===== src/cal_consts.svh =====
// Constants for the calibration parameter block: register indices, field positions,
// reset values and timing counts.
// Assumes inclusion inside the bodies of the design modules.
`ifndef CAL_CONSTS_SVH
`define CAL_CONSTS_SVH

// Register addresses (7-bit register index space).
`define REG_CONFIG        7'h00
`define REG_NOM_TEMP      7'h01
`define REG_LIN_COEF      7'h02
`define REG_QUAD_COEF     7'h03
`define REG_CLK_OFFSET    7'h04
`define REG_CLK_LINEAR    7'h05
`define REG_CLK_QUAD      7'h06
`define REG_TEMP_RAW      7'h07
`define REG_STATUS        7'h08
`define REG_GAIN_BASE     7'h10
`define REG_PHADJ_BASE    7'h18
`define REG_FEED_BASE     7'h1c
// Config fields.
`define CFG_INTERNAL_BIT  0
`define CFG_IMAGE_LO      1
// Gain reset value, Rogowski phase default (phase resets to zero) and image code.
`define GAIN_RESET        24'h004000
`define PHADJ_ROGO_DEF    24'h000100
`define IMAGE_ROGOWSKI    2'h1
// Factory values of the internal reference drift coefficients.
`define REF_LIN_DEFAULT   24'hfffff6
`define REF_QUAD_DEFAULT  24'hffffe2
// One whole second of accumulated clock error, counted in 0.001 ppm-seconds.
`define ERR_FULL_SCALE    40'd1000000000
`endif


===== src/cal_pkg.sv =====
// Types for the calibration parameter block.
// Assumes the constants header is available on the include path.
package cal_pkg;
    // Width of one calibration register.
    typedef logic [23:0] word_t;
    // Register index type.
    typedef logic [6:0]  addr_t;
    // Step sequencer states, one-hot.
    typedef enum logic [2:0] {
        ST_IDLE = 3'b001,
        ST_FWD  = 3'b010,
        ST_BACK = 3'b100
    } step_state_t;
endpackage : cal_pkg


===== src/cal_params.sv =====
// Calibration parameter store with temperature compensation and RTC step correction.
// Assumes a plain register port from the serial host interface and one 200 MHz clock.
// Operation
// - config bit selects internal or host coefficients
// - nominal temperature and coefficients reset zero
// - first nominal write in internal mode auto-loads coefficients
// - later nominal writes keep nonzero coefficients
// - no nominal temperature, coefficients forced zero
// - zero nominal temperature disables compensation
// - step clock seconds, never retune oscillator
// - positive correction runs clock faster
// - correction sums offset/10, linear/100, quadratic/1000
// - gain parameter scales channel proportionally
// - Rogowski image gives defaults, feedthrough used
// - phase compensator spans 25Hz to 1100Hz
// - sample temperature once per interval
//
// Our own choices: the address-and-strobe port and the placing of the registers.
module cal_params
    import cal_pkg::*;
(
    // Clock and reset.
    input  wire logic               clk,
    input  wire logic               arst_n,
    // Register port.
    input  wire cal_pkg::addr_t     addr,
    input  wire cal_pkg::word_t     wdata,
    input  wire logic               wr,
    input  wire logic               rd,
    output cal_pkg::word_t          rdata,
    // Temperature sensor and interval timing.
    input  wire cal_pkg::word_t     temp_raw_in,
    input  wire logic               interval_tick,
    input  wire logic               sec_tick,
    // Applied parameters to the metering path.
    output logic [6*24-1:0]         gain_out,
    output logic [3*24-1:0]         phadj_out,
    output logic [3*24-1:0]         feed_out,
    output logic signed [23:0]      lin_applied,
    output logic signed [23:0]      quad_applied,
    output logic signed [23:0]      delta_temp,
    // RTC corrections.
    output logic                    step_fwd,
    output logic                    step_back
);
    import cal_pkg::*;
    `include "cal_consts.svh"

    // Configuration: bit 0 internal mode, bits 2:1 image select.
    logic [2:0]  cfg_r, cfg_nxt;
    // Nominal temperature and the two reference drift coefficients.
    word_t       nom_r, nom_nxt;
    word_t       lin_r, lin_nxt;
    word_t       quad_r, quad_nxt;
    // Set once the host has written the nominal temperature.
    logic        nom_loaded_r, nom_loaded_nxt;
    // Clock correction coefficients.
    word_t       yc0_r, yc0_nxt, yc1_r, yc1_nxt, yc2_r, yc2_nxt;
    // Latest temperature sample.
    word_t       traw_r, traw_nxt;
    // Per-channel gains, per-phase phase and feedthrough parameters.
    word_t       gain_r  [6];
    word_t       gain_nxt[6];
    word_t       ph_r    [3];
    word_t       ph_nxt  [3];
    word_t       fd_r    [3];
    word_t       fd_nxt  [3];
    // Image mode flag; feedthrough only applies in Rogowski mode.
    logic        rogo;
    // Read data register.
    word_t       rdata_r, rdata_nxt;
    // Correction product in 0.001 ppm units.
    logic signed [31:0] corr_r, corr_nxt;

    assign rogo = (cfg_r[`CFG_IMAGE_LO +: 2] == `IMAGE_ROGOWSKI);

    // Write decode and coefficient side effects.
    always_comb begin
        cfg_nxt        = cfg_r;
        nom_nxt        = nom_r;
        lin_nxt        = lin_r;
        quad_nxt       = quad_r;
        nom_loaded_nxt = nom_loaded_r;
        yc0_nxt        = yc0_r;
        yc1_nxt        = yc1_r;
        yc2_nxt        = yc2_r;
        traw_nxt       = traw_r;
        gain_nxt       = gain_r;
        ph_nxt         = ph_r;
        fd_nxt         = fd_r;
        if (interval_tick) begin
            traw_nxt = temp_raw_in;
        end
        if (wr) begin
            case (addr)
                `REG_CONFIG: begin
                    cfg_nxt = wdata[2:0];
                end
                `REG_NOM_TEMP: begin
                    nom_nxt        = wdata;
                    nom_loaded_nxt = 1'b1;
                    // auto-load only in internal mode with zero coefficients
                    if (cfg_r[`CFG_INTERNAL_BIT] && lin_r == '0 && quad_r == '0) begin
                        lin_nxt  = `REF_LIN_DEFAULT;
                        quad_nxt = `REF_QUAD_DEFAULT;
                    end
                end
                `REG_LIN_COEF: begin
                    // writes ignored until the nominal value is loaded
                    // host mode merges its own correction here
                    if (nom_loaded_r) lin_nxt = wdata;
                end
                `REG_QUAD_COEF: begin
                    if (nom_loaded_r) quad_nxt = wdata;
                end
                `REG_CLK_OFFSET: yc0_nxt = wdata;
                `REG_CLK_LINEAR: yc1_nxt = wdata;
                `REG_CLK_QUAD:   yc2_nxt = wdata;
                default: begin
                    // gain stored as a linear multiplier
                    if (addr >= `REG_GAIN_BASE && addr < `REG_GAIN_BASE + 7'h06) begin
                        gain_nxt[3'(addr - `REG_GAIN_BASE)] = wdata;
                    end else if (addr >= `REG_PHADJ_BASE && addr < `REG_PHADJ_BASE + 7'h03) begin
                        ph_nxt[2'(addr - `REG_PHADJ_BASE)] = wdata;
                    end else if (addr >= `REG_FEED_BASE && addr < `REG_FEED_BASE + 7'h03) begin
                        fd_nxt[2'(addr - `REG_FEED_BASE)] = wdata;
                    end
                end
            endcase
        end
        // entering Rogowski mode loads nonzero phase defaults
        if (wr && addr == `REG_CONFIG && wdata[2:1] == `IMAGE_ROGOWSKI && !rogo) begin
            for (int i = 0; i < 3; i++) ph_nxt[i] = `PHADJ_ROGO_DEF;
        end
    end

    // Read mux: data stands in the cycle after the strobe.
    always_comb begin
        rdata_nxt = '0;
        if (rd) begin
            case (addr)
                `REG_CONFIG:     rdata_nxt = {21'h000000, cfg_r};
                `REG_NOM_TEMP:   rdata_nxt = nom_r;
                `REG_LIN_COEF:   rdata_nxt = lin_r;
                `REG_QUAD_COEF:  rdata_nxt = quad_r;
                `REG_CLK_OFFSET: rdata_nxt = yc0_r;
                `REG_CLK_LINEAR: rdata_nxt = yc1_r;
                `REG_CLK_QUAD:   rdata_nxt = yc2_r;
                `REG_TEMP_RAW:   rdata_nxt = traw_r;
                `REG_STATUS:     rdata_nxt = {22'h000000, rogo, nom_loaded_r};
                default: begin
                    if (addr >= `REG_GAIN_BASE && addr < `REG_GAIN_BASE + 7'h06) begin
                        rdata_nxt = gain_r[3'(addr - `REG_GAIN_BASE)];
                    end else if (addr >= `REG_PHADJ_BASE && addr < `REG_PHADJ_BASE + 7'h03) begin
                        rdata_nxt = ph_r[2'(addr - `REG_PHADJ_BASE)];
                    end else if (addr >= `REG_FEED_BASE && addr < `REG_FEED_BASE + 7'h03) begin
                        rdata_nxt = fd_r[2'(addr - `REG_FEED_BASE)];
                    end
                end
            endcase
        end
    end

    // Temperature difference from the nominal point.
    assign delta_temp = $signed(traw_r) - $signed(nom_r);

    // no compensation while nominal is zero
    // coefficients from auto-load or host writes
    assign lin_applied  = (nom_r == '0) ? 24'sh000000 : $signed(lin_r);
    assign quad_applied = (nom_r == '0) ? 24'sh000000 : $signed(quad_r);

    // correction in 0.001 ppm is 100*c0 + 10*c1*dT + c2*dT^2.
    always_comb begin
        logic signed [63:0] t0, t1, t2;
        t0 = 64'($signed(yc0_r)) * 64'sd100;
        t1 = 64'($signed(yc1_r)) * 64'sd10 * 64'(delta_temp);
        t2 = 64'($signed(yc2_r)) * 64'(delta_temp) * 64'(delta_temp);
        corr_nxt = 32'(t0 + t1 + t2);
    end

    // Register stage for all parameter state.
    always_ff @(posedge clk or negedge arst_n) begin
        if (!arst_n) begin
            cfg_r        <= '0;
            nom_r        <= '0;
            lin_r        <= '0;
            quad_r       <= '0;
            nom_loaded_r <= 1'b0;
            yc0_r        <= '0;
            yc1_r        <= '0;
            yc2_r        <= '0;
            traw_r       <= '0;
            rdata_r      <= '0;
            corr_r       <= '0;
            for (int i = 0; i < 6; i++) gain_r[i] <= `GAIN_RESET;
            for (int i = 0; i < 3; i++) ph_r[i] <= '0;
            for (int i = 0; i < 3; i++) fd_r[i] <= '0;
        end else begin
            cfg_r        <= cfg_nxt;
            nom_r        <= nom_nxt;
            lin_r        <= lin_nxt;
            quad_r       <= quad_nxt;
            nom_loaded_r <= nom_loaded_nxt;
            yc0_r        <= yc0_nxt;
            yc1_r        <= yc1_nxt;
            yc2_r        <= yc2_nxt;
            traw_r       <= traw_nxt;
            rdata_r      <= rdata_nxt;
            corr_r       <= corr_nxt;
            gain_r       <= gain_nxt;
            ph_r         <= ph_nxt;
            fd_r         <= fd_nxt;
        end
    end

    assign rdata = rdata_r;

    // Flatten parameter banks onto output buses.
    genvar g;
    generate
        for (g = 0; g < 6; g++) begin : g_gain
            assign gain_out[g*24 +: 24] = gain_r[g];
        end
        for (g = 0; g < 3; g++) begin : g_phase
            // phase adjust feeds the wideband compensator
            assign phadj_out[g*24 +: 24] = ph_r[g];
            // feedthrough used only in Rogowski mode
            assign feed_out[g*24 +: 24]  = rogo ? fd_r[g] : 24'h000000;
        end
    endgenerate

    // Seconds stepper, the only submodule.
    rtc_stepper u_step (
        .clk       (clk),
        .arst_n    (arst_n),
        .corr_mppm (corr_r),
        .sec_tick  (sec_tick),
        .step_fwd  (step_fwd),
        .step_back (step_back)
    );
endmodule : cal_params


===== src/rtc_stepper.sv =====
// Seconds-step corrector: accumulates frequency error and emits step pulses.
// Assumes a ppm correction value (scaled by 1000) updated from the main block.
module rtc_stepper
    import cal_pkg::*;
(
    // Clock and reset.
    input  wire logic               clk,
    input  wire logic               arst_n,
    // Correction in units of 0.001 ppm, signed.
    input  wire logic signed [31:0] corr_mppm,
    // Seconds tick from the time counter.
    input  wire logic               sec_tick,
    // Step requests.
    output logic                    step_fwd,
    output logic                    step_back
);
    import cal_pkg::*;
    `include "cal_consts.svh"

    // Step threshold held signed, so that a negative total compares as negative.
    localparam logic signed [47:0] FULL_SCALE = 48'(`ERR_FULL_SCALE);

    // Error accumulator in 0.001 ppm-seconds; one second equals 1e9 units.
    logic signed [47:0] acc_r, acc_nxt;
    step_state_t        st_r, st_nxt;

    // Next state: add error each second, then step when a whole second built up.
    always_comb begin
        acc_nxt = acc_r;
        st_nxt  = ST_IDLE;
        if (sec_tick) begin
            acc_nxt = acc_r + 48'(corr_mppm);
        end
        if (acc_r >= FULL_SCALE) begin
            acc_nxt = acc_nxt - FULL_SCALE;
            st_nxt  = ST_FWD;
        end else if (acc_r <= -FULL_SCALE) begin
            acc_nxt = acc_nxt + FULL_SCALE;
            st_nxt  = ST_BACK;
        end
    end

    // Register stage only.
    always_ff @(posedge clk or negedge arst_n) begin
        if (!arst_n) begin
            acc_r <= '0;
            st_r  <= ST_IDLE;
        end else begin
            acc_r <= acc_nxt;
            st_r  <= st_nxt;
        end
    end

    // Decoded one-cycle step pulses.
    always_comb begin
        case (st_r)
            ST_FWD:  begin step_fwd = 1'b1; step_back = 1'b0; end
            ST_BACK: begin step_fwd = 1'b0; step_back = 1'b1; end
            default: begin step_fwd = 1'b0; step_back = 1'b0; end
        endcase
    end
endmodule : rtc_stepper


===== config.mk =====
export PLATFORM = sky130hd
export DESIGN_NAME = cal_params
export DESIGN_NICKNAME = d
export VERILOG_FILES = /design/src/cal_pkg.sv /design/src/cal_params.sv /design/src/rtc_stepper.sv
export VERILOG_INCLUDE_DIRS = /design/src
export SDC_FILE = /design/constraint.sdc
export NUM_CORES = 2
export LEC_CHECK = 0
export ABC_AREA = 1
export CAP_MARGIN = 5
export CORE_ASPECT_RATIO = 1.5
export CORE_UTILIZATION = 25
export DETAILED_ROUTE_END_ITERATION = 7
export DONT_BUFFER_PORTS = 1
export GPL_ROUTABILITY_DRIVEN = 0
export PLACE_DENSITY_LB_ADDON = 0.3
export SYNTH_ARGS = -nofsm -noshare
export SYNTH_HDL_FRONTEND = slang
export SYNTH_SLANG_ARGS = --single-unit

===== constraint.sdc =====
create_clock -name clk -period 15.9 [get_ports clk]
set_clock_uncertainty 0.2 [all_clocks]
set_input_delay 3.18 -clock clk [delete_from_list [all_inputs] [get_ports clk]]
set_output_delay 3.18 -clock clk [all_outputs]
set_load 0.1 [all_outputs]

# After elaboration in Yosys (flattened, before gate mapping)
# Cells that the tools add are included.
# totals
register_bits	567
inputBits	61
output_inout_bits	386
elab_cells	152
# op_classes
n_addsub	9
n_mul	5
magnitude_cmp	14
eq_ne	17
mux	45
n_bitwise	6
reduce_logical	31
# op_table
op	n
$mux 24	21
$mux 72	5
$pmux 24 s9	1
$bwmux 144	1
$bwmux 72	2
$mux 48	3
$bmux 24 s2	2
$demux 24 s2	2
$pmux 24 s2	2
$bmux 24 s3	1
$demux 24 s3	1
$logic_not 24->1	3
$add 32x32->32	2
$add 48x31->48 const B	1
$add 48x32->48	1
$ge 48x31->1 const B	1
$le 48x31->1 const B	1
$mul 24x24->48	1
$mul 48x24->32	1
$sub 48x31->48 const B	1
$mul 28x24->31	1
$mul 24x6->30 const B	1
$eq 7x3->1 const B	4
$mul 24x4->28 const B	1
31 further kinds	67

# Logic depth before layout (Yosys ltp)
# depth
ltp_word	12
depth_mapped	71
depth_no_buf	70

# Hierarchy
# Synthesis repeated with hierarchy kept, for this count alone.
# hier_totals
hier_cells	10686
hier_area_um2	81824.7
# modules_own_cells
module	n_inst	cells_per_inst	area_each_um2	seq_area_each_um2
cal_params	1	9054	73010.0	12919.9
rtc_stepper	1	1632	8814.7	1277.5

# Worst setup path before layout
# No wires, ideal clock.
# synth_timing
path_kind	register to register
from	register traw_r[0]
to	register corr_r[31]
setup_ps	113
t_arrival_ps	13419
required_time_ps	15587
setup_slack_ps	2168
path_stages_with_launch	62
path_buffers	2
period_less_slack_ps	13732
path_cell_list	dfrtp_1 -> inv_1 -> ha_1 -> inv_1 -> fa_1 -> nand3_1 -> nand3_1 -> nand2_1 -> nand3_1 -> nand2_1 -> clkbuf_1 -> buf_1 -> nand2_1 -> fa_1 -> fa_1 -> fa_1 -> fa_1 -> fa_1 -> (+26 left out) -> inv_1 -> ha_1 -> a21oi_1 -> o21ai_0 -> a21oi_1 -> o21ai_2 -> a21boi_0 -> o21ai_1 -> a21oi_1 -> nor2_1 -> nor2_1 -> inv_1 -> nand2_1 -> nand2_1 -> inv_1 -> nand3_1 -> nand2_1 -> inv_1
# synth_via
elab_chain_cells	4
word_cells_on_any_way	6
cone_classes	add/sub (3); mul (3)
# synth_rtl
element	line	rtl
from (decl)	cal_params.sv:60	word_t traw_r, traw_nxt;
from (signal assigned)	cal_params.sv:207	traw_r <= traw_nxt;
$sub 24x24->24 *	cal_params.sv:165	assign delta_temp = $signed(traw_r) - $signed(nom_r);
named net delta_temp[8]	cal_params.sv:41	output logic signed [23:0] delta_temp,
$mul 24x24->48 / $mul 28x24->31 (equally long branches)	cal_params.sv:177, cal_params.sv:176	
$mul 48x24->32 / $add 32x32->32 (equally long branches)	cal_params.sv:177, cal_params.sv:178	
$add 32x32->32 *	cal_params.sv:178	corr_nxt = 32'(t0 + t1 + t2);
named net corr_nxt[31]	cal_params.sv:73	logic signed [31:0] corr_r, corr_nxt;
to (signal assigned)	cal_params.sv:209	corr_r <= corr_nxt;
to (decl)	cal_params.sv:73	
# Mark *: on every way through the listed nets, which the timed path passes. The rest lies on a longest branch.
# A chain may end at the register's enable or synchronous reset.

# Worst setup path in the final report
# layout_timing
from	register yc1_r[1]
to	register corr_r[31]
# layout_via
elab_chain_cells	4
# layout_rtl
element	line	rtl
from (decl)	cal_params.sv:58	word_t yc0_r, yc0_nxt, yc1_r, yc1_nxt, yc2_r, yc2_nxt;
from (signal assigned)	cal_params.sv:205	yc1_r <= yc1_nxt;
$mul 24x4->28	cal_params.sv:176	t1 = 64'($signed(yc1_r)) * 64'sd10 * 64'(delta_temp);
$mul 28x24->31	cal_params.sv:176	
$add 32x32->32 (2 in a row)	cal_params.sv:178	
named net corr_nxt[31]	cal_params.sv:73	
# The timed path passes the listed nets, and every way through them passes these cells.

==> report_table.html <==
<table>
<tr><th>Metric</th><th>Value</th></tr>
<tr><th colspan="2">Cells and area</th></tr>
<tr><td>Filler instances</td><td>34590</td></tr>
<tr><td>Most common library cell in the layout ignoring fill and taps</td><td>sky130_fd_sc_hd__nand2_1</td></tr>
<tr><td>Share of post-route cells with drive strength above 1</td><td>0.06234</td></tr>
<tr><td>Layout area overhead</td><td>10.28%</td></tr>
<tr><td>Net count of the finished layout</td><td>between 10000 and 15000</td></tr>
<tr><td>Commonest cells after routing, fill and taps aside</td><td>sky130_fd_sc_hd__nand2_1, sky130_fd_sc_hd__inv_1, sky130_fd_sc_hd__fa_1</td></tr>
<tr><th colspan="2">Logic synthesis</th></tr>
<tr><td>Commonest register cell after synthesis</td><td>sky130_fd_sc_hd__dfrtp_1</td></tr>
<tr><td>Count of flip-flops with a built-in enable after synthesis</td><td>0</td></tr>
<tr><td>Yosys top cell by area</td><td>sky130_fd_sc_hd__fa_1</td></tr>
<tr><td>Share of the synthesized netlist area taken by xor and xnor gates</td><td>0.02273</td></tr>
<tr><td>Yosys top cell area share</td><td>0.3072</td></tr>
<tr><td>Synth Cell Area</td><td>between 0.07 and 0.08 sq mm</td></tr>
<tr><td>Number of warnings issued by yosys</td><td>0</td></tr>
<tr><td>Count of cell types in the netlist</td><td>70</td></tr>
<tr><td>Synth Net Count</td><td>11880</td></tr>
<tr><td>Multiplexer share of the synthesized area</td><td>0.001986</td></tr>
<tr><td>Post-synthesis async set-or-reset flop share</td><td>1.000</td></tr>
<tr><td>Area share of fa/ha/maj cells after synthesis</td><td>0.3936</td></tr>
<tr><td>Syn Inst Count</td><td>between 10000 and 15000</td></tr>
<tr><td>Basic-gate share of the synthesized area counting and, or, nand and nor cells</td><td>0.1846</td></tr>
<tr><td>Share of synthesized area occupied by flip-flops and latches</td><td>0.1789</td></tr>
<tr><td>Combinational family with the most area after synthesis</td><td>adder cells</td></tr>
<tr><td>Average size of a mapped cell</td><td>slightly below 8 sq um</td></tr>
<tr><td>Top area cells in the synthesized netlist</td><td>sky130_fd_sc_hd__fa_1, sky130_fd_sc_hd__dfrtp_1, sky130_fd_sc_hd__nand2_1, sky130_fd_sc_hd__inv_1, sky130_fd_sc_hd__ha_1</td></tr>
<tr><td>Fraction of the mapped netlist area in compound gates</td><td>0.09645</td></tr>
<tr><td>Synthesis-stage register bit count</td><td>567</td></tr>
<tr><th colspan="2">Critical path</th></tr>
<tr><td>Worst reg2reg setup slack</td><td>~1.2 ns</td></tr>
<tr><td>WP data arrival</td><td>approximately 15 ns</td></tr>
<tr><td>Reg-to-reg endpoint</td><td>corr_r[31]</td></tr>
<tr><td>Worst path required time</td><td>approximately 16 ns</td></tr>
<tr><td>R2R depth</td><td>between 60 and 70</td></tr>
<tr><td>Critical path's largest stage delay</td><td>approximately 0.87 ns</td></tr>
<tr><td>Library cell appearing most often on the critical path</td><td>sky130_fd_sc_hd__inv_1</td></tr>
<tr><td>Crit. End Element</td><td>register</td></tr>
<tr><td>Maximum fanout count along the critical path</td><td>14</td></tr>
<tr><td>Startpoint kind of the worst setup timing path</td><td>register</td></tr>
<tr><td>Max stage delay cell, worst path</td><td>sky130_fd_sc_hd__dfrtp_1</td></tr>
<tr><td>Critical path class</td><td>register to register</td></tr>
<tr><td>RR Startpoint</td><td>yc1_r[1]</td></tr>
<tr><th colspan="2">Clock tree</th></tr>
<tr><td>Clock Pin Slew Worst Setup and Hold Paths</td><td>0.07 ns</td></tr>
<tr><td>Number of clock sinks seen by CTS</td><td>567</td></tr>
<tr><td>Count of hold buffers inserted by post-cts repair</td><td>0</td></tr>
<tr><td>Worst skew pair latency</td><td>approximately 0.73 ns</td></tr>
<tr><td>Number of cells upsized or downsized after cts</td><td>0</td></tr>
<tr><td>Clock root cell</td><td>sky130_fd_sc_hd__clkbuf_16</td></tr>
<tr><td>TritonCTS buffer count</td><td>between 60 and 70</td></tr>
<tr><td>TritonCTS clock tree</td><td>done</td></tr>
<tr><td>Number of H-tree levels</td><td>3</td></tr>
<tr><td>Buffer levels on the longest clock path</td><td>3</td></tr>
<tr><td>Post-CTS setup buffers</td><td>0</td></tr>
<tr><th colspan="2">Min path</th></tr>
<tr><td>Hold Path End</td><td>fd_r[23]</td></tr>
<tr><td>Launch point of the worst hold path</td><td>fd_r[23]</td></tr>
<tr><td>Worst hold path stage count</td><td>2</td></tr>
<tr><td>Class of the tightest hold or removal check</td><td>register to register</td></tr>
<tr><th colspan="2">Global route</th></tr>
<tr><td>Combined global-route utilization of all metal layers</td><td>0.2310</td></tr>
<tr><td>Initial antenna violation count</td><td>49</td></tr>
<tr><td>Overflow after GRT</td><td>0</td></tr>
<tr><td>Maximum number of pins on one net before global-route repair</td><td>210</td></tr>
<tr><td>Via count of the first global-routing pass</td><td>between 70000 and 80000</td></tr>
<tr><td>First-pass GRT wire length</td><td>525.1 mm</td></tr>
<tr><th colspan="2">STA</th></tr>
<tr><td>Minimum clock period</td><td>~15 ns</td></tr>
<tr><td>Number of setup violations in the final report</td><td>0</td></tr>
<tr><td>Slew at the pin closest to its max-slew limit</td><td>between 1 and 1.5 ns</td></tr>
<tr><td>Worst slew margin relative to its limit</td><td>-0.002896</td></tr>
<tr><td>Setup TNS</td><td>0 ns</td></tr>
<tr><td>Final Slew Violations</td><td>1</td></tr>
<tr><td>Upper clock frequency limit</td><td>~68 MHz</td></tr>
<tr><td>Worst slack on hold paths</td><td>about 0.29 ns</td></tr>
<tr><td>Final hold violations</td><td>0</td></tr>
<tr><td>Period Utilization, post-route</td><td>0.9223</td></tr>
<tr><td>RSZ-0062 raised after global routing</td><td>false</td></tr>
<tr><th colspan="2">Die</th></tr>
<tr><td>Width of the die</td><td>between 400 and 500 microns</td></tr>
<tr><td>Total I/O pin count</td><td>447</td></tr>
<tr><td>Starting Density</td><td>0.2510</td></tr>
<tr><td>Number of rows in the core area</td><td>between 200 and 300</td></tr>
<tr><td>Die height</td><td>approximately 690 microns</td></tr>
<tr><td>Die Area</td><td>~0.32 sq mm</td></tr>
<tr><td>Area of the core</td><td>around 0.32 sq mm</td></tr>
<tr><th colspan="2">Run status</th></tr>
<tr><td>Violations in the final reports</td><td>capacitance limit, slew limit</td></tr>
<tr><td>Run status</td><td>complete, but fails checks</td></tr>
<tr><th colspan="2">Route</th></tr>
<tr><td>Detailed Route WL</td><td>370.8 mm</td></tr>
<tr><td>Drt first pass iters</td><td>6</td></tr>
<tr><td>Starting DRT DRC Count</td><td>5155</td></tr>
<tr><td>Post-route antenna net violation count</td><td>0</td></tr>
<tr><td>Routed length per placed instance</td><td>between 20 and 30 microns</td></tr>
<tr><td>Vias per cell</td><td>approximately 4.9</td></tr>
<tr><td>Number of DRC violations after detailed routing</td><td>0</td></tr>
<tr><td>Number of vias after detailed routing</td><td>69650</td></tr>
<tr><th colspan="2">Placed design</th></tr>
<tr><td>Quantity of I/O buffers inserted on ports</td><td>0</td></tr>
<tr><td>Post-DP HPWL</td><td>between 200 and 300 mm</td></tr>
<tr><th colspan="2">Run</th></tr>
<tr><td>Max-capacitance violation count</td><td>1</td></tr>
</table>
-- worst max path at each step --
stage	start	end	slack, ns
5_1_grt	traw_r[0]	corr_r[31]	0.61
4_1_cts	yc1_r[1]	corr_r[31]	1.33
2_1_floorplan	traw_r[0]	corr_r[31]	2.17
3_5_place_dp	yc1_r[1]	corr_r[31]	1.28
3_3_place_gp	yc1_r[1]	corr_r[31]	1.22
6_report	yc1_r[1]	corr_r[31]	1.24
-- stage by stage --
| stage | utilization | cells | area, sq um | worst slack [ns] |
|---|---|---|---|---|
| after floorplan | - | 10060 | 79360 | 2.168 |
| after global placement | 0.2690 | 14030 | 85060 | 1.218 |
| after detailed placement | 0.2690 | 14030 | 85060 | 1.285 |
| after CTS | 0.2762 | 14150 | 87350 | 1.332 |
| after global routing | 0.2765 | 14170 | 87440 | 0.6149 |
| final | 0.2768 | 14200 | 87530 | 1.236 |
-- Yosys cell counts, drive strengths merged (31+ instances only) --
cell type / instances
or2: 33
inv: 2108
nor2: 998
fa: 1218
dfrtp: 560
buf: 74
clkbuf: 361
nand3b: 31
o221ai: 32
xnor2: 66
o21ai: 685
nand4: 71
a21oi: 263
nor4: 36
nor3: 44
nand3: 277
xor2: 131
a221oi: 47
o22ai: 143
ha: 548
nand2: 2128
-- area by class of cell --
cell class / instances / area [sq um] / area share
Timing Repair Buffer: 204 / 1632 / 0.01864
Clock inverter: 19 / 256.5 / 0.002931
Inverter: 2126 / 7986 / 0.09125
Multi-Input combinational cell: 6928 / 56040 / 0.6402
Clock buffer: 102 / 2033 / 0.02323
Sequential cell: 567 / 14200 / 0.1622
Antenna cell: 48 / 120.1 / 0.001372
Tap cell: 4207 / 5264 / 0.06014
-- worst max-delay path, delay by kind of cell (launching register included) --
| family | cells | cell delay [ns] |
|---|---|---|
| AOI/OAI and AO/OA | 8 | 1.43 |
| xor gates and xnor gates | 2 | 1.63 |
| adders and majority gates | 18 | 7.76 |
| buffers and inverters | 18 | 1.28 |
| DFF | 1 | 0.87 |
| and+or+nand+nor | 15 | 1.44 |
-- routing by layer --
layer	GRT usage	up-vias	wire length, microns
met5	0	-	138
met4	0.2317	20	45070
met3	0.06591	1250	30570
met2	0.3884	3129	176900
met1	0.2214	34760	118100
li1	-	30490	-
-- logic make-up after synthesis --
logic type	count (synthesis)
AOI/OAI and AO/OA	1322
xor gates and xnor gates	198
adders and majority gates	1766
buffers and inverters	2561
DFF	567
muxes	14
and+or+nand+nor	3628
-- state kept, by name (all words and copies together) (netlist names), 24 cells and up --
signal	flops
gain_out	144
yc1_r	24
fd_r	72
lin_r	24
quad_r	24
yc2_r	24
phadj_out	72
corr_r	32
rdata	24
nom_r	24
yc0_r	24
traw_r	24
u_step.acc_r	48
Power is not shown: default switching activity piles up to over one toggle a cycle in this logic, so the estimate is an artifact.
